[config.mk]
export PLATFORM = sky130hd
export DESIGN_NAME = uafic_top
export DESIGN_NICKNAME = d
export VERILOG_FILES = /design/src/logic/uafic_pkg.sv /design/src/logic/uafic_top.sv /design/src/logic/uafic_fifo.sv
export VERILOG_INCLUDE_DIRS = /design/src /design/src/logic
export SDC_FILE = /design/constraint.sdc
export NUM_CORES = 1
export LEC_CHECK = 0
export ABC_AREA = 1
export CORE_MARGIN = 1.5
export CORE_UTILIZATION = 40
export DETAILED_ROUTE_END_ITERATION = 8
export DONT_BUFFER_PORTS = 1
export PLACE_DENSITY = 0.65
export SLEW_MARGIN = 40
export SYNTH_ARGS = -nofsm -noshare
export SYNTH_HDL_FRONTEND = slang
export SYNTH_SLANG_ARGS = --single-unit
[constraint.sdc]
create_clock -name clk_sys -period 3.07 [get_ports clk_sys]
set_clock_uncertainty 0.15 [all_clocks]
set_input_delay 0.1535 -clock clk_sys [delete_from_list [all_inputs] [get_ports clk_sys]]
set_output_delay 0.1535 -clock clk_sys [all_outputs]
set_load 0.02 [all_outputs]
[src/logic/uafic_map.svh]
// Register offsets, field positions, reset values and timing in nanoseconds of the uart fifo control
`ifndef UAFIC_MAP_SVH
`define UAFIC_MAP_SVH

// ----------------------------------------
// Register byte addresses
// ----------------------------------------
`define UAFIC_ADDR_DATA 32'h4000_8000
`define UAFIC_ADDR_FIFO_CONTROL 32'h4000_8008
`define UAFIC_ADDR_MODEM_STATUS 32'h4000_8018
`define UAFIC_ADDR_IRQ_STATUS 32'h4000_8040
`define UAFIC_ADDR_IRQ_MASK 32'h4000_8044

// ----------------------------------------
// Fifo control fields
// ----------------------------------------
`define UAFIC_FCR_ENABLE 0
`define UAFIC_FCR_RX_FLUSH 1
`define UAFIC_FCR_TX_FLUSH 2
`define UAFIC_FCR_TRIG_MSB 7
`define UAFIC_FCR_TRIG_LSB 6
`define UAFIC_RST_TRIG 2'h0
`define UAFIC_TRIG_LVL0 5'h01
`define UAFIC_TRIG_LVL1 5'h04
`define UAFIC_TRIG_LVL2 5'h08
`define UAFIC_TRIG_LVL3 5'h0e
`define UAFIC_MIN_DEPTH 16

// ----------------------------------------
// Identification codes
// ----------------------------------------
`define UAFIC_IDENT_NONE 4'h1
`define UAFIC_IDENT_LINE 4'h6
`define UAFIC_IDENT_RDA 4'h4
`define UAFIC_IDENT_CTI 4'hc
`define UAFIC_IDENT_TX_HOLDING_EMPTY 4'h2
`define UAFIC_IDENT_MODEM 4'h0

// ----------------------------------------
// Interrupt status bits
// ----------------------------------------
`define UAFIC_EV_RDA 0
`define UAFIC_EV_TX_HOLDING_EMPTY 1
`define UAFIC_EV_MODEM 2

// ----------------------------------------
// Timing
// ----------------------------------------
`define UAFIC_CLK_PERIOD_NS 5
`define UAFIC_TX_HOLDING_EMPTY_DELAY_NS 40000

`endif

[src/logic/uafic_pkg.sv]
// Types shared by the uart fifo control design
package uafic_pkg;

	typedef enum logic [3:0]
	{
		UAFIC_THR_IDLE = 4'b0001,
		UAFIC_THR_DELAY = 4'b0010,
		UAFIC_THR_PEND = 4'b0100,
		UAFIC_THR_DONE = 4'b1000
	} uafic_tx_holding_empty_state_type;

	typedef struct packed
	{
		logic dcd;
		logic ri;
		logic dsr;
		logic cts;
	} uafic_modem_type;

	typedef struct packed
	{
		logic valid;
		logic [7:0] data;
	} uafic_char_type;

	typedef struct packed
	{
		uafic_tx_holding_empty_state_type tx_holding_empty_state;
		logic [15:0] tx_holding_empty_cnt;
		logic held_two;
		logic fifo_en;
		logic [1:0] trig;
		uafic_modem_type msync1;
		uafic_modem_type msync2;
		uafic_modem_type mprev;
		logic [2:0] prime;
		logic [3:0] mdelta;
		logic rda_prev;
		logic modem_prev;
		logic [2:0] irq_status;
		logic [2:0] irq_mask;
		logic irq;
		logic [31:0] rdata;
	} uafic_state_type;

endpackage

[src/logic/uafic_top.sv]
// Uart fifo control, interrupt identification and apb register slave
//
// The APB interface to the registers was chosen for this implementation.
`timescale 1ns/1ps
`include "uafic_map.svh"
module uafic_top
#(
	parameter int DEPTH = 16,
	parameter int TX_HOLDING_EMPTY_DELAY_CYCLES = (`UAFIC_TX_HOLDING_EMPTY_DELAY_NS + `UAFIC_CLK_PERIOD_NS - 1) / `UAFIC_CLK_PERIOD_NS
)
(
	input wire logic clk_sys,
	input wire logic reset,
	input wire logic psel,
	input wire logic penable,
	input wire logic pwrite,
	input wire logic [31:0] paddr,
	input wire logic [31:0] pwdata,
	output logic [31:0] prdata,
	output logic pready,
	output logic pslverr,
	input wire uafic_pkg::uafic_modem_type modem_pins,
	input wire uafic_pkg::uafic_char_type rx_char,
	output logic rx_char_ready,
	output uafic_pkg::uafic_char_type tx_char,
	input wire logic tx_char_ready,
	input wire logic line_err_pending,
	input wire logic char_timeout_pending,
	output logic fifo_enable,
	output logic irq
);
	localparam int CW = $clog2(DEPTH+1);
	localparam uafic_pkg::uafic_state_type RESET_STATE = '{tx_holding_empty_state: uafic_pkg::UAFIC_THR_IDLE,
		trig: `UAFIC_RST_TRIG, default: '0};

	// ----------------------------------------
	// Elaboration checks
	// ----------------------------------------
	if (DEPTH < `UAFIC_MIN_DEPTH)
	begin : g_depth_check
		$error("uafic_top DEPTH below sixteen characters");
	end
	if (TX_HOLDING_EMPTY_DELAY_CYCLES < 1 || TX_HOLDING_EMPTY_DELAY_CYCLES > 65535)
	begin : g_delay_check
		$error("uafic_top TX_HOLDING_EMPTY_DELAY_CYCLES out of range");
	end

	uafic_pkg::uafic_state_type s;
	uafic_pkg::uafic_state_type n;
	logic setup;
	logic access;
	logic wr_data;
	logic wr_fcr;
	logic wr_status;
	logic wr_mask;
	logic rd_data;
	logic rd_ident;
	logic rd_modem;
	logic en_toggle;
	logic rx_flush;
	logic tx_flush;
	logic [CW-1:0] rx_count;
	logic [CW-1:0] tx_count;
	logic [7:0] rx_head;
	logic tx_empty;
	logic rx_data_available;
	logic [3:0] ident;
	logic [3:0] lvl;
	logic [3:0] prev;
	logic [3:0] delta_set;
	logic [2:0] events;

	function automatic logic reg_mapped(input logic [31:0] a);
		return a == `UAFIC_ADDR_DATA || a == `UAFIC_ADDR_FIFO_CONTROL || a == `UAFIC_ADDR_MODEM_STATUS ||
			a == `UAFIC_ADDR_IRQ_STATUS || a == `UAFIC_ADDR_IRQ_MASK;
	endfunction

	function automatic logic [4:0] trig_chars(input logic [1:0] t);
		case (t)
			2'h0: return `UAFIC_TRIG_LVL0;
			2'h1: return `UAFIC_TRIG_LVL1;
			2'h2: return `UAFIC_TRIG_LVL2;
			default: return `UAFIC_TRIG_LVL3;
		endcase
	endfunction

	// ----------------------------------------
	// Apb decode
	// ----------------------------------------
	// Zero wait states: read data is captured in the setup phase
	assign setup = psel && !penable;
	assign access = psel && penable;
	assign pready = 1'b1;
	assign pslverr = access && !reg_mapped(paddr);
	assign prdata = s.rdata;
	assign wr_data = access && pwrite && paddr == `UAFIC_ADDR_DATA;
	assign wr_fcr = access && pwrite && paddr == `UAFIC_ADDR_FIFO_CONTROL;
	assign wr_status = access && pwrite && paddr == `UAFIC_ADDR_IRQ_STATUS;
	assign wr_mask = access && pwrite && paddr == `UAFIC_ADDR_IRQ_MASK;
	assign rd_data = access && !pwrite && paddr == `UAFIC_ADDR_DATA;
	assign rd_ident = access && !pwrite && paddr == `UAFIC_ADDR_FIFO_CONTROL;
	assign rd_modem = access && !pwrite && paddr == `UAFIC_ADDR_MODEM_STATUS;

	// ----------------------------------------
	// Fifo control
	// ----------------------------------------
	assign en_toggle = wr_fcr && (pwdata[`UAFIC_FCR_ENABLE] != s.fifo_en);
	assign rx_flush = en_toggle || (wr_fcr && pwdata[`UAFIC_FCR_ENABLE] && pwdata[`UAFIC_FCR_RX_FLUSH]);
	assign tx_flush = en_toggle || (wr_fcr && pwdata[`UAFIC_FCR_ENABLE] && pwdata[`UAFIC_FCR_TX_FLUSH]);

	uafic_fifo
	#(
		.WIDTH(8),
		.DEPTH(DEPTH)
	)
	u_rx_fifo
	(
		.clk_sys(clk_sys),
		.reset(reset),
		.flush(rx_flush),
		.push_valid(rx_char.valid),
		.push_data(rx_char.data),
		.push_ready(rx_char_ready),
		.pop_valid(),
		.pop_data(rx_head),
		.pop_ready(rd_data),
		.count(rx_count)
	);

	uafic_fifo
	#(
		.WIDTH(8),
		.DEPTH(DEPTH)
	)
	u_tx_fifo
	(
		.clk_sys(clk_sys),
		.reset(reset),
		.flush(tx_flush),
		.push_valid(wr_data),
		.push_data(pwdata[7:0]),
		.push_ready(),
		.pop_valid(tx_char.valid),
		.pop_data(tx_char.data),
		.pop_ready(tx_char_ready),
		.count(tx_count)
	);

	assign tx_empty = (tx_count == '0);
	assign fifo_enable = s.fifo_en;
	assign irq = s.irq;
	// A disabled fifo behaves as trigger level one
	assign rx_data_available = rx_count >= CW'(trig_chars(s.fifo_en ? s.trig : 2'h0));

	// ----------------------------------------
	// Modem inputs
	// ----------------------------------------
	assign lvl = s.msync2;
	assign prev = s.mprev;
	// Priming hides the reset-time jump of the synchroniser chain
	assign delta_set = s.prime[2] ? {lvl[3] ^ prev[3], lvl[2] & ~prev[2], lvl[1:0] ^ prev[1:0]} : 4'h0;

	// ----------------------------------------
	// Interrupt identification
	// ----------------------------------------
	always_comb
	begin
		if (line_err_pending)
		begin
			ident = `UAFIC_IDENT_LINE;
		end
		else if (rx_data_available)
		begin
			ident = `UAFIC_IDENT_RDA;
		end
		else if (char_timeout_pending)
		begin
			ident = `UAFIC_IDENT_CTI;
		end
		else if (s.tx_holding_empty_state == uafic_pkg::UAFIC_THR_PEND)
		begin
			ident = `UAFIC_IDENT_TX_HOLDING_EMPTY;
		end
		else if (s.mdelta != 4'h0)
		begin
			ident = `UAFIC_IDENT_MODEM;
		end
		else
		begin
			ident = `UAFIC_IDENT_NONE;
		end
	end

	assign events = {s.mdelta == 4'h0 && delta_set != 4'h0,
		n.tx_holding_empty_state == uafic_pkg::UAFIC_THR_PEND && s.tx_holding_empty_state != uafic_pkg::UAFIC_THR_PEND,
		rx_data_available && !s.rda_prev};

	// ----------------------------------------
	// Next state
	// ----------------------------------------
	always_comb
	begin
		n = s;
		if (wr_fcr && pwdata[`UAFIC_FCR_ENABLE])
		begin
			n.trig = pwdata[`UAFIC_FCR_TRIG_MSB:`UAFIC_FCR_TRIG_LSB];
		end
		if (wr_fcr)
		begin
			n.fifo_en = pwdata[`UAFIC_FCR_ENABLE];
		end
		n.held_two = s.held_two || (tx_count >= CW'(2));
		case (s.tx_holding_empty_state)
			uafic_pkg::UAFIC_THR_IDLE:
			begin
				if (tx_empty && !wr_data && s.held_two)
				begin
					n.tx_holding_empty_state = uafic_pkg::UAFIC_THR_PEND;
					n.held_two = 1'b0;
				end
				else if (tx_empty && !wr_data)
				begin
					n.tx_holding_empty_state = uafic_pkg::UAFIC_THR_DELAY;
					n.tx_holding_empty_cnt = 16'(TX_HOLDING_EMPTY_DELAY_CYCLES - 1);
				end
			end
			uafic_pkg::UAFIC_THR_DELAY:
			begin
				if (!tx_empty || wr_data)
				begin
					n.tx_holding_empty_state = uafic_pkg::UAFIC_THR_IDLE;
				end
				else if (s.tx_holding_empty_cnt == 16'h0000)
				begin
					n.tx_holding_empty_state = uafic_pkg::UAFIC_THR_PEND;
					n.held_two = 1'b0;
				end
				else
				begin
					n.tx_holding_empty_cnt = s.tx_holding_empty_cnt - 16'h0001;
				end
			end
			uafic_pkg::UAFIC_THR_PEND:
			begin
				if (wr_data || !tx_empty)
				begin
					n.tx_holding_empty_state = uafic_pkg::UAFIC_THR_IDLE;
				end
				else if (rd_ident && s.rdata[3:0] == `UAFIC_IDENT_TX_HOLDING_EMPTY)
				begin
					n.tx_holding_empty_state = uafic_pkg::UAFIC_THR_DONE;
				end
			end
			uafic_pkg::UAFIC_THR_DONE:
			begin
				if (wr_data || !tx_empty)
				begin
					n.tx_holding_empty_state = uafic_pkg::UAFIC_THR_IDLE;
				end
			end
			default:
			begin
				n.tx_holding_empty_state = uafic_pkg::UAFIC_THR_IDLE;
			end
		endcase
		n.msync1 = modem_pins;
		n.msync2 = s.msync1;
		n.mprev = s.msync2;
		n.prime = {s.prime[1:0], 1'b1};
		// New change wins over the clearing read
		n.mdelta = (rd_modem ? 4'h0 : s.mdelta) | delta_set;
		n.rda_prev = rx_data_available;
		n.irq_status = (wr_status ? s.irq_status & ~pwdata[2:0] : s.irq_status) | events;
		if (wr_mask)
		begin
			n.irq_mask = pwdata[2:0];
		end
		n.irq = |(n.irq_status & n.irq_mask);
		if (setup && !pwrite)
		begin
			case (paddr)
				`UAFIC_ADDR_DATA: n.rdata = {24'h00_0000, rx_head};
				`UAFIC_ADDR_FIFO_CONTROL: n.rdata = {24'h00_0000, {2{s.fifo_en}}, 2'h0, ident};
				`UAFIC_ADDR_MODEM_STATUS: n.rdata = {24'h00_0000, lvl, s.mdelta};
				`UAFIC_ADDR_IRQ_STATUS: n.rdata = {29'h0000_0000, s.irq_status};
				`UAFIC_ADDR_IRQ_MASK: n.rdata = {29'h0000_0000, s.irq_mask};
				default: n.rdata = 32'h0000_0000;
			endcase
		end
	end

	always_ff @(posedge clk_sys)
	begin
		if (reset)
		begin
			s <= RESET_STATE;
		end
		else
		begin
			s <= n;
		end
	end
endmodule

[src/logic/uafic_fifo.sv]
// Synchronous character fifo with flush, used for receive and transmit
`timescale 1ns/1ps
module uafic_fifo
#(
	parameter int WIDTH = 8,
	parameter int DEPTH = 16
)
(
	input wire logic clk_sys,
	input wire logic reset,
	input wire logic flush,
	input wire logic push_valid,
	input wire logic [WIDTH-1:0] push_data,
	output logic push_ready,
	output logic pop_valid,
	output logic [WIDTH-1:0] pop_data,
	input wire logic pop_ready,
	output logic [$clog2(DEPTH+1)-1:0] count
);
	localparam int AW = $clog2(DEPTH);
	localparam int CW = $clog2(DEPTH+1);

	typedef struct packed
	{
		logic [DEPTH-1:0][WIDTH-1:0] mem;
		logic [AW-1:0] wptr;
		logic [AW-1:0] rptr;
		logic [CW-1:0] count;
	} uafic_fifo_state_type;

	uafic_fifo_state_type s;
	uafic_fifo_state_type n;
	logic push;
	logic pop;

	// Pointers wrap freely only for a power of two
	if (DEPTH < 2 || (DEPTH & (DEPTH - 1)) != 0)
	begin : g_depth_check
		$error("uafic_fifo DEPTH must be a power of two");
	end

	assign push_ready = (s.count != CW'(DEPTH));
	assign pop_valid = (s.count != '0);
	assign pop_data = s.mem[s.rptr];
	assign count = s.count;
	assign push = push_valid && push_ready;
	assign pop = pop_ready && pop_valid;

	always_comb
	begin
		n = s;
		// Flush beats a push or pop in the same cycle
		if (flush)
		begin
			n.wptr = '0;
			n.rptr = '0;
			n.count = '0;
		end
		else
		begin
			if (push)
			begin
				n.mem[s.wptr] = push_data;
				n.wptr = s.wptr + 1'b1;
			end
			if (pop)
			begin
				n.rptr = s.rptr + 1'b1;
			end
			n.count = s.count + CW'(push) - CW'(pop);
		end
	end

	always_ff @(posedge clk_sys)
	begin
		if (reset)
		begin
			s <= '0;
		end
		else
		begin
			s <= n;
		end
	end

endmodule

* Word-level counts from Yosys, hierarchy flattened
Index checks and enable logic that the tools add are counted.
Widths: inputs -> output; s select.
** Word-level totals
- Logic and storage cells :: 208
- Input bits :: 85
- Bits in registers :: 365
** Operators by class
- Bitwise logic cells :: 11
- $add $sub $neg :: 9
- Equality and inequality tests :: 21
- Reductions and logical operators :: 58
- Muxes and demuxes :: 38
- Magnitude comparators :: 8
** Operator list (number)
- $bwmux 128 :: 2
- $eq 32x31->1 const B :: 5
- $bmux 8 s4 :: 2
- $demux 8 s4 :: 2
- $mux 46 :: 1
- $mux 4 :: 11
- $pmux 8 s5 :: 1
- $pmux 17 s2 :: 1
- $mux 16 :: 2
- $mux 32 :: 1
- $mux 8 :: 4
- $logic_and 1x1->1 :: 29
- $lt 4x5->1 const B :: 4
- $mux 20 :: 1
- $mux 17 :: 1
- $add 4x1->4 const B :: 4
- $logic_not 16->1 :: 1
- $pmux 4 s4 :: 1
- $sub 16x1->16 const B :: 1
- $pmux 4 s3 :: 1
- $add 5x1->5 :: 2
- $ne 5x5->1 const B :: 2
- $reduce_bool 5->1 :: 2
- $sub 5x1->5 :: 2
- other kinds (34) :: 62

* Longest topological paths before layout
Gate-level depths: netlist of run 1.
- Depth after elaboration :: 14
- Mapped depth :: 18

* By module
Synthesis of run 1 repeated with hierarchy kept, for this count alone.
** Second synthesis, totals
- Cells, all modules :: 2992
- Area total of the unflattened synthesis :: 19054.5 µm²
** By module, submodules not included
- uafic_fifo at u_rx_fifo :: area each 7548.5 µm², times used 1, cells each 1173, seq. area each 2822.7 µm²
- uafic_fifo at u_tx_fifo :: area each 7484.7 µm², times used 1, cells each 1168, seq. area each 2822.7 µm²
- uafic_top :: area each 4021.4 µm², times used 1, cells each 651, seq. area each 1181.1 µm²

* Least setup slack after synthesis of run 1
Ideal clock, no wire load.
- Path kind :: register -> register
- Start point :: register u_tx_fifo.s, in the netlist u_tx_fifo.count[3]
- End point :: register u_tx_fifo.s, in the netlist u_tx_fifo.count[4]
- Library setup time :: 0.112 ns
- Cell stages (with the launch flop) :: 19
- Arrival :: 2.531 ns
- Required time :: 2.808 ns
- Buffers on the path :: 0
- Clock period less this slack :: 2.793 ns
- Slack :: 0.277 ns
- Path through :: dfxtp_1 > inv_1 > ha_1 > nand3_1 > nor2_1 > inv_1 > nand2_1 > inv_1 > ha_1 > inv_1 > ha_1 > inv_1 > fa_1 > or2_2 > a21oi_1 > nor2_1 > xor2_1 > inv_1 > nor2_1
** RTL lines
- start: declaration :: line uafic_fifo.sv:31 : uafic_fifo_state_type s;
- start signal: assignment :: line uafic_fifo.sv:82 : s <= n;
- $reduce_bool 5->1 :: line uafic_fifo.sv:43 : assign pop_valid = (s.count != '0);
- named net u_tx_fifo.pop_valid :: line uafic_fifo.sv:15 : output logic pop_valid,
- $logic_and 1x1->1 :: line uafic_fifo.sv:47 : assign pop = pop_ready && pop_valid;
- named net u_tx_fifo.pop :: line uafic_fifo.sv:34 : logic pop;
- $sub 5x1->5 :: line uafic_fifo.sv:70 : n.count = s.count + CW'(push) - CW'(pop);
The timed path passes the listed nets, and every way through them passes these cells.
A chain may end at the register's enable or synchronous reset.

* Worst setup path after layout of run 1
- Start point :: register u_tx_fifo.s, in the netlist u_tx_fifo.count[2]
- End point :: register u_tx_fifo.s, in the netlist u_tx_fifo.count[4]
** RTL lines (line)
- $reduce_bool 5->1 :: uafic_fifo.sv:43
- $logic_and 1x1->1 :: uafic_fifo.sv:47
- named net u_tx_fifo.pop :: uafic_fifo.sv:34
- $sub 5x1->5 :: uafic_fifo.sv:70
The timed path passes the listed nets, and every way through them passes these cells.

==> results of run 1 <==
## layout by cell type (no fill, tap or decap), drive strengths merged, types with 2 or more instances in the layout
master / synthesis / final
a21oi: 228 / 228
nor3: 14 / 14
dlygate4sd3: 0 / 40
clkinv: 13 / 19
o22ai: 3 / 3
inv: 264 / 264
nand3: 126 / 126
a211oi: 8 / 8
buf: 82 / 44
dfxtp: 341 / 341
xor2: 12 / 12
fa: 2 / 2
nor2: 448 / 448
ha: 31 / 31
nand4: 61 / 61
bufinv: 0 / 5
o21ai: 202 / 202
nand2: 628 / 628
nor3b: 3 / 3
or2: 4 / 4
clkbuf: 101 / 60
o211ai: 15 / 15
o221ai: 22 / 22
conb: 2 / 25
a31oi: 3 / 3
diode: 0 / 2
## worst max-delay path: stages, from the launching register on
cell and delay (ps):
dfxtp_1 320, inv_2 100, ha_4 150, nand3_2 80, nor2_2 140, inv_1 80
nand2_2 80, inv_2 60, ha_1 270, inv_1 60, ha_1 150, inv_1 60
fa_1 370, or2_2 290, a21oi_1 140, nor2_1 60, xor2_1 140, inv_1 60
nor2_1 40
## power groups by stage
stage	sequential, W	combinational (W)	clock [W]
2_1_floorplan	0.00488	0.00255	0
3_3_place_gp	0.00491	0.00309	0
3_5_place_dp	0.00492	0.00316	0
4_1_cts	0.00482	0.00333	0.00511
5_1_grt	0.00486	0.00394	0.00532
6_report	0.00483	0.00345	0.00503
## timing repair
| action | CTS | global route |
|---|---|---|
| pin swaps | 0 | 2 |
| hold endpoints to repair | 324 | 109 |
| setup endpoints to repair | 1 | 4 |
| setup buffers | 0 | 3 |
| hold buffers | 41 | 8 |
| gates resized for setup | 1 | 8 |
| cloned | 0 | 0 |
## sequential cells by signal, indices dropped and copies added (netlist names)
register         cells
fifo_enable          1
irq                  1
lvl                  4
n                    6
prdata               8
prev                 4
s                   35
u_rx_fifo.count      5
u_rx_fifo.s        136
u_tx_fifo.count      5
u_tx_fifo.s        136
## stage by stage
stage          area [um^2]  total power, W  instances
5_1_grt              19630         0.01411       3201
2_1_floorplan        17640        0.007427       2642
3_3_place_gp         17690        0.007999       3074
4_1_cts              19520         0.01327       3188
6_report             19630         0.01331       3201
3_5_place_dp         17700        0.008075       3076
## layer usage
layer  GRT usage  part of all wire  vias to the layer above
met3     0.04697             0.074                       95
met1      0.2903              0.45                     7613
met5           0           0.00024                        -
met2      0.3501              0.45                      546
met4     0.07214             0.025                        2
li1            -                 -                     8240
## worst paths after layout
check	start	to	slack, ps	depth (start not counted)
hold / removal	paddr[7]	s[36]	50	6
hold reg to reg	n[46]	n[47]	250	2
setup / recovery	u_tx_fifo.count[2]	u_tx_fifo.count[4]	170	18
setup reg to reg	u_tx_fifo.count[2]	u_tx_fifo.count[4]	170	18
## final cells by class
type,count,area [um^2],share of cell area
multi-input combinational,1841,8845,0.4507
clock buffer,60,1207,0.06152
tap,585,732.0,0.03729
timing repair buffer,84,765.7,0.03902
inverter,277,1055,0.05374
sequential,341,6833,0.3481
antenna,2,5.005,0.0002550
clock inverter,11,183.9,0.009371
## cells by family after synthesis
family | count (synthesis) | share of synthesized area
xor gates and xnor gates | 13 | 0.006488
adders and majority gates | 33 | 0.02438
other | 2 | 0.0004279
and+or+nand+nor | 1287 | 0.3189
buffers and inverters | 460 | 0.1141
DFF | 341 | 0.3890
AOI/OAI and AO/OA | 483 | 0.1467
==> qor.yml, run 1 <==
status:
  status: "finished, final reports clean"
floorplanning:
  start_util: 0.4065
  die-area_mm2: 0.04514
  io_pins: 131
  die_h_um: 212.5
  core_area_mm2: 0.04317
  die_w_um: 212.5
  rows: 76
routing:
  wirelength_um: 49620
  viasPerCell: 5.153
  ant_nets: 0
  wl_per_cell_um: 15.50
  vias: 16500
  drt_iter0_drc: 1706
  drc: 0
  dr.pass1.iters: 5
logic_synthesis:
  netlist-cell-type-count: 48
  yosys.area.top_type_share: 0.3890
  syn_area_mm2: 0.01755
  synth_top_cells_by_area: "dfxtp_1 (39%), nand2_1 (13%), nor2_1 (9.3%)"
  yosysMostFrequentCell: "nand2_1"
  synth_top_area_cell: "dfxtp_1"
  syn_inst: 2619
  async_reset_ff_frac: 0
  synth_ff_type: "dfxtp_1"
  yosysWarnings: 0
  synth.avg_cell_area_um2: 6.701
  yosysSeqAreaShare: 0.3890
  synth_commonest_cells: "nand2_1 (624), nor2_1 (436), dfxtp_1 (341), inv_1 (256), a21oi_1 (227)"
  synth-seq-cells: 341
  synth_edf_count: 0
critical_path:
  worstSetupStartpointType: "flip-flop"
  cp.arrival_ps: 3190
  critical_path.max_fanout: 5
  path_class: "reg2reg"
  required_ps: 3360
  cp-end-kind: "flip-flop"
sta:
  fin_crit_sh: 0.9447
  tns_ps: 0
  grt_setup_unrepaired: "true"
  fin_crit_ps: 2900
  fmax_ghz: 0.3448
  timing.hold.ws_ps: 47.73
  setup-violations-final: 0
  maxSlewHeadroom: 0.4245
  slew_viol_final: 0
  finalHoldViolCount: 0
  tightest_slew_ps: 860.4
  fin_ws_ps: 169.7
global_routing:
  first_global_vias: 15180
  antenna_found_initial: 4
  grt_pass1_wl_um: 79090
  grt_overflow_total: 0
  grtUsageTotal: 0.2182
  grt_max_degree: 158
cts:
  numCtsBuffers: 40
  clockRootBuffer: "clkbuf_16"
  path_clk_slew_ps: 60
  clock_latency_ps: 550
  clock-sinks: 341
  cts_tree: "built"
  htree_levels: 2
  max-clock-path-buffers: 3
final_layout:
  fillers: 4376
  area_growth_pct: 11.84
  fin_util: 0.4546
  drive_gt1_frac: 0.07001
  nets: 2703
hold_path:
  hold_path.class: "in2reg"
flow_run:
  max-cap-violations: 0
placement:
  io_buffers: 0
  dp_hpwl_um: 31430
  dpl_worst_slack_ps: 13.94
  gp_congestion: 0.9031
power:
  swShare: 0.3280
  p_int_w: 0.008946
  clkPwrFrac: 0.378
  pwr-share-comb: 0.259
  p_leak_nw: 8.366
  power_density_mw_per_mm2: 678.3
  ir_worst_vdd_mv: 0.4683
  p_seq_frac: 0.363
  p_switching_w: 0.004367
Power figures use the tool's default switching activity.
==> run 2: changes to the inputs <==
- CORE_UTILIZATION: 40 -> 35
- PLACE_DENSITY: 0.65 -> 0.57
==> run 2 against run 1 <==
Effect of this change: setup slack improved by 29 ps; count of clock-buffer cells in the layout decreased by 1; sequential share of layout area decreased by 0.17 points; first-iteration DRC count decreased by 27%; cell area increased by 0.50%; clock power about the same; wire length increased by 1.6%; global-route usage decreased by 2.4 points; die area increased by 14%; largest power group unchanged.
==> qor.yml, run 2 (synthesis results as in run 1) <==
status:
  status: "finished, final reports clean"
cts:
  clock-sinks: 341
  path_clk_slew_ps: 60
  clockRootBuffer: "clkbuf_16"
  numCtsBuffers: 40
  max-clock-path-buffers: 3
  clock_latency_ps: 570
  cts_tree: "built"
  htree_levels: 2
critical_path:
  path_class: "reg2reg"
  worstSetupStartpointType: "flip-flop"
  required_ps: 3360
  critical_path.max_fanout: 5
  cp.arrival_ps: 3160
  cp-end-kind: "flip-flop"
final_layout:
  fin_util: 0.4004
  area_growth_pct: 12.39
  final_cell_mix: "nand2_1 (623), nor2_1 (434), dfxtp_1 (338)"
  nets: 2708
  final_common_cell: "nand2_1"
  fillers: 5138
  antennaDiodeCount: 0
  top_regs: "u_rx_fifo.s (136), u_tx_fifo.s (136), s (35)"
  drive_gt1_frac: 0.07140
  fin_area_mm2: 0.01972
global_routing:
  grtUsageTotal: 0.1941
  grt_pass1_wl_um: 79320
  antenna_found_initial: 2
  grt_max_degree: 158
  grt_overflow_total: 0
  first_global_vias: 14740
floorplanning:
  rows: 81
  io_pins: 131
  die-area_mm2: 0.05149
  die_h_um: 226.9
  start_util: 0.3563
  die_w_um: 226.9
  core_area_mm2: 0.04925
sta:
  setup-violations-final: 0
  slew_viol_final: 0
  fmax_ghz: 0.3483
  fin_crit_sh: 0.9353
  finalHoldViolCount: 0
  timing.hold.ws_ps: 36.93
  maxSlewHeadroom: 0.4535
  tightest_slew_ps: 817.1
  tns_ps: 0
  fin_crit_ps: 2871
  grt_setup_unrepaired: "true"
routing:
  ant_nets: 0
  dr.pass1.iters: 5
  vias: 16200
  drt_iter0_drc: 1244
  wirelength_um: 50430
  viasPerCell: 4.933
  drc: 0
  wl_per_cell_um: 15.36
power:
  power_density_mw_per_mm2: 670.8
  p_leak_nw: 8.350
  fin_total_pwr_w: 0.01323
  ir_worst_vdd_mv: 0.4603
hold_path:
  hold_path.class: "in2reg"
placement:
  dp_hpwl_um: 32440
  io_buffers: 0
  placed_area_mm2: 0.01781
  gp_congestion: 0.9210
flow_run:
  max-cap-violations: 0
## run 2: repair_timing
action / in CTS / in global routing
hold endpoints to repair: 317 / 134
resized for setup: 0 / 12
hold buffers: 42 / 10
endpoints found under the setup margin: 0 / 5
buffers inserted: 0 / 1
## run 2: layout make-up
cell class,count,area [um^2],share of cell area
repair buffers,89,780.7,0.03958
inverters,277,1055,0.05348
flip-flops and latches,341,6833,0.3464
multi-input cells,1841,8853,0.4489
clock inverters,12,197.7,0.01002
clock buffers,59,1174,0.05950
well taps,664,830.8,0.04212
## run 2: final timing paths
check | startpoint | cells after the start | to | slack, ps
max | u_tx_fifo.count[2] | 18 | u_tx_fifo.count[4] | 200
min | rx_char[6] | 3 | u_rx_fifo.s[75] | 40
max reg2reg | u_tx_fifo.count[2] | 18 | u_tx_fifo.count[4] | 200
min reg2reg | n[46] | 2 | n[47] | 250
## run 2: per-layer routing
layer | GRT usage | share of wire
met5 | 0 | 0.00024
met2 | 0.3119 | 0.45
met4 | 0.06581 | 0.026
met1 | 0.2630 | 0.47
met3 | 0.03214 | 0.059
## run 2: power breakdown
part / internal [W] / total, W / switching (W)
logic: 0.00110 / 0.00340 / 0.00230
registers: 0.00467 / 0.00483 / 0.000166
clock network: 0.00307 / 0.00500 / 0.00193
## run 2: critical path: stages (launching register included)
cell and delay [ps]:
dfxtp_1 320, inv_2 100, ha_4 160, nand3_4 90, nor2_4 120, inv_1 60
nand2_2 70, inv_2 60, ha_1 260, inv_1 50, ha_1 140, inv_1 60
fa_1 370, or2_2 320, a21oi_2 130, nor2_1 60, xor2_1 140, inv_1 70
nor2_2 40
## run 2: per-stage QoR
| step | setup WS [ps] | instances |
|---|---|---|
| 2_1_floorplan | 277.0 | 2642 |
| 3_3_place_gp | 70.02 | 3157 |
| 3_5_place_dp | 35.79 | 3159 |
| 4_1_cts | 19.74 | 3272 |
| 5_1_grt | -35.71 | 3283 |
| 6_report | 198.6 | 3283 |
==> run 3: changes to the inputs <==
- CAP_MARGIN: not set -> 20
- CORE_UTILIZATION: 35 -> 60
- PLACE_DENSITY: 0.57 -> 0.84
- clock period: 3.07 -> 3.4 ns (I/O delays scaled with it)
==> run 3 against run 2 <==
Effect of this change: cell area fell by 3.5%; critical path depth is 9 lower; non-clock buffer count fell by 31; die area shrank 41%; utilization grew 26 points; total power decreased by 13%; via count is 3.9% higher; clock power down 15%; critical endpoint is now prdata[2]; highest routed layer unchanged.
==> qor.yml, run 3 (synthesis results as in run 1) <==
sta:
  tightest_slew_ps: 908.1
  fin_crit_ps: 3361
  fin_crit_sh: 0.9885
  setup-violations-final: 0
  maxSlewHeadroom: 0.3926
  fin_ws_ps: 39.04
  finalHoldViolCount: 0
  grt_setup_unrepaired: "false"
  slew_viol_final: 0
  tns_ps: 0
  fmax_ghz: 0.2975
floorplanning:
  core_area_mm2: 0.02878
  die-area_mm2: 0.03028
  io_pins: 131
  start_util: 0.6098
  die_w_um: 174.0
  rows: 62
  die_h_um: 174.0
cts:
  clock_latency_ps: 530
  clock-sinks: 341
  clockRootBuffer: "clkbuf_16"
  max-clock-path-buffers: 3
  cts_tree: "built"
  numCtsBuffers: 37
  path_clk_slew_ps: 60
  htree_levels: 2
routing:
  dr.pass1.iters: 5
  wl_per_cell_um: 15.72
  drc: 0
  wirelength_um: 46680
  vias: 16820
  ant_nets: 0
  viasPerCell: 5.665
  drt_iter0_drc: 2207
power:
  p_int_w: 0.007698
  p_seq_frac: 0.379
  clkPwrFrac: 0.367
  pwr-share-comb: 0.253
  ir_worst_vdd_mv: 0.5053
  p_leak_nw: 8.212
  p_switching_w: 0.003805
  power_density_mw_per_mm2: 604.2
  swShare: 0.3308
final_layout:
  layout.cells.non_filler: 2969
  drive_gt1_frac: 0.06001
  final_common_cell: "nand2_1"
  area_growth_pct: 8.484
  top_regs: "u_rx_fifo.s (136), u_tx_fifo.s (136), s (35)"
  final_cell_mix: "nand2_1 (624), nor2_1 (436), dfxtp_1 (338)"
  nets: 2674
placement:
  gp_congestion: 0.9372
  dpl_worst_slack_ps: 328.0
  dp_hpwl_um: 29320
  io_buffers: 0
  dp.cells: 2864
global_routing:
  first_global_vias: 15680
  antenna_found_initial: 4
  grt_pass1_wl_um: 75960
  grt_max_degree: 158
  grt_overflow_total: 0
  grtUsageTotal: 0.3017
critical_path:
  critical_path.max_fanout: 17
  reg2regPathDepth: 9
  cp.arrival_ps: 3620
  path_class: "reg2reg"
  worstSetupStartpointType: "flip-flop"
  reg2reg_slack_ps: 40
  required_ps: 3660
  cp-end-kind: "flip-flop"
flow_run:
  max-cap-violations: 0
hold_path:
  holdPathStages: 4
  hold_path.class: "in2reg"
status:
  status: "finished, final reports clean"
run 3: final timing paths:
check	from	endpoint
setup / recovery	u_rx_fifo.s[7]	prdata[2]
hold / removal	penable	fifo_enable
setup reg to reg	u_rx_fifo.s[7]	prdata[2]
hold reg to reg	n[46]	n[47]
run 3: critical path, stage by stage, from the launching register on:
cell,delay [ps]
dfxtp_1,330
clkinv_1,600
nand3_1,340
nand3_1,190
nand3_1,200
nand3_1,110
nand2_1,80
dlygate4sd3_1,570
a21oi_1,70
dlygate4sd3_1,580
run 3: final cells by class:
class,instances,area (um^2)
clock buffers,50,1097
multi-input cells,1841,8807
flip-flops and latches,341,6833
repair buffers,58,570.5
well taps,384,480.5
diodes,2,5.005
fillers,2386,9742
inverters,277,1055
clock inverters,16,190.2
run 3: layer usage:
metal	wire, um	GRT usage
met1	19500	0.3928
met2	21350	0.4923
met3	4515	0.05949
met4	1296	0.1196
met5	20	0
run 3: what timing repair did:
action,in CTS,in global routing
gates resized for setup,0,1
setup buffers,0,1
endpoints found under the hold margin,322,9
hold buffers,35,1
endpoints found under the setup margin,0,1
run 3: stage by stage:
step / total power (W) / hold slack [ps] / util / cell area [um^2]
2_1_floorplan: 0.006706 / 103.6 / - / 17640
3_3_place_gp: 0.007044 / 103.3 / 0.6031 / 17360
3_5_place_dp: 0.007164 / 105.2 / 0.6031 / 17360
4_1_cts: 0.01148 / 5.914 / 0.6606 / 19010
5_1_grt: 0.01211 / 49.80 / 0.6614 / 19040
6_report: 0.01150 / 24.79 / 0.6615 / 19040
run 3: power by group through the flow:
stage               Combinational, W  Clock (W)  Sequential, W
floorplan                    0.00230          0        0.00441
global placement             0.00261          0        0.00443
detailed placement           0.00272          0        0.00444
CTS                          0.00286    0.00426        0.00436
global route                 0.00329    0.00443        0.00438
finish                       0.00292    0.00423        0.00436
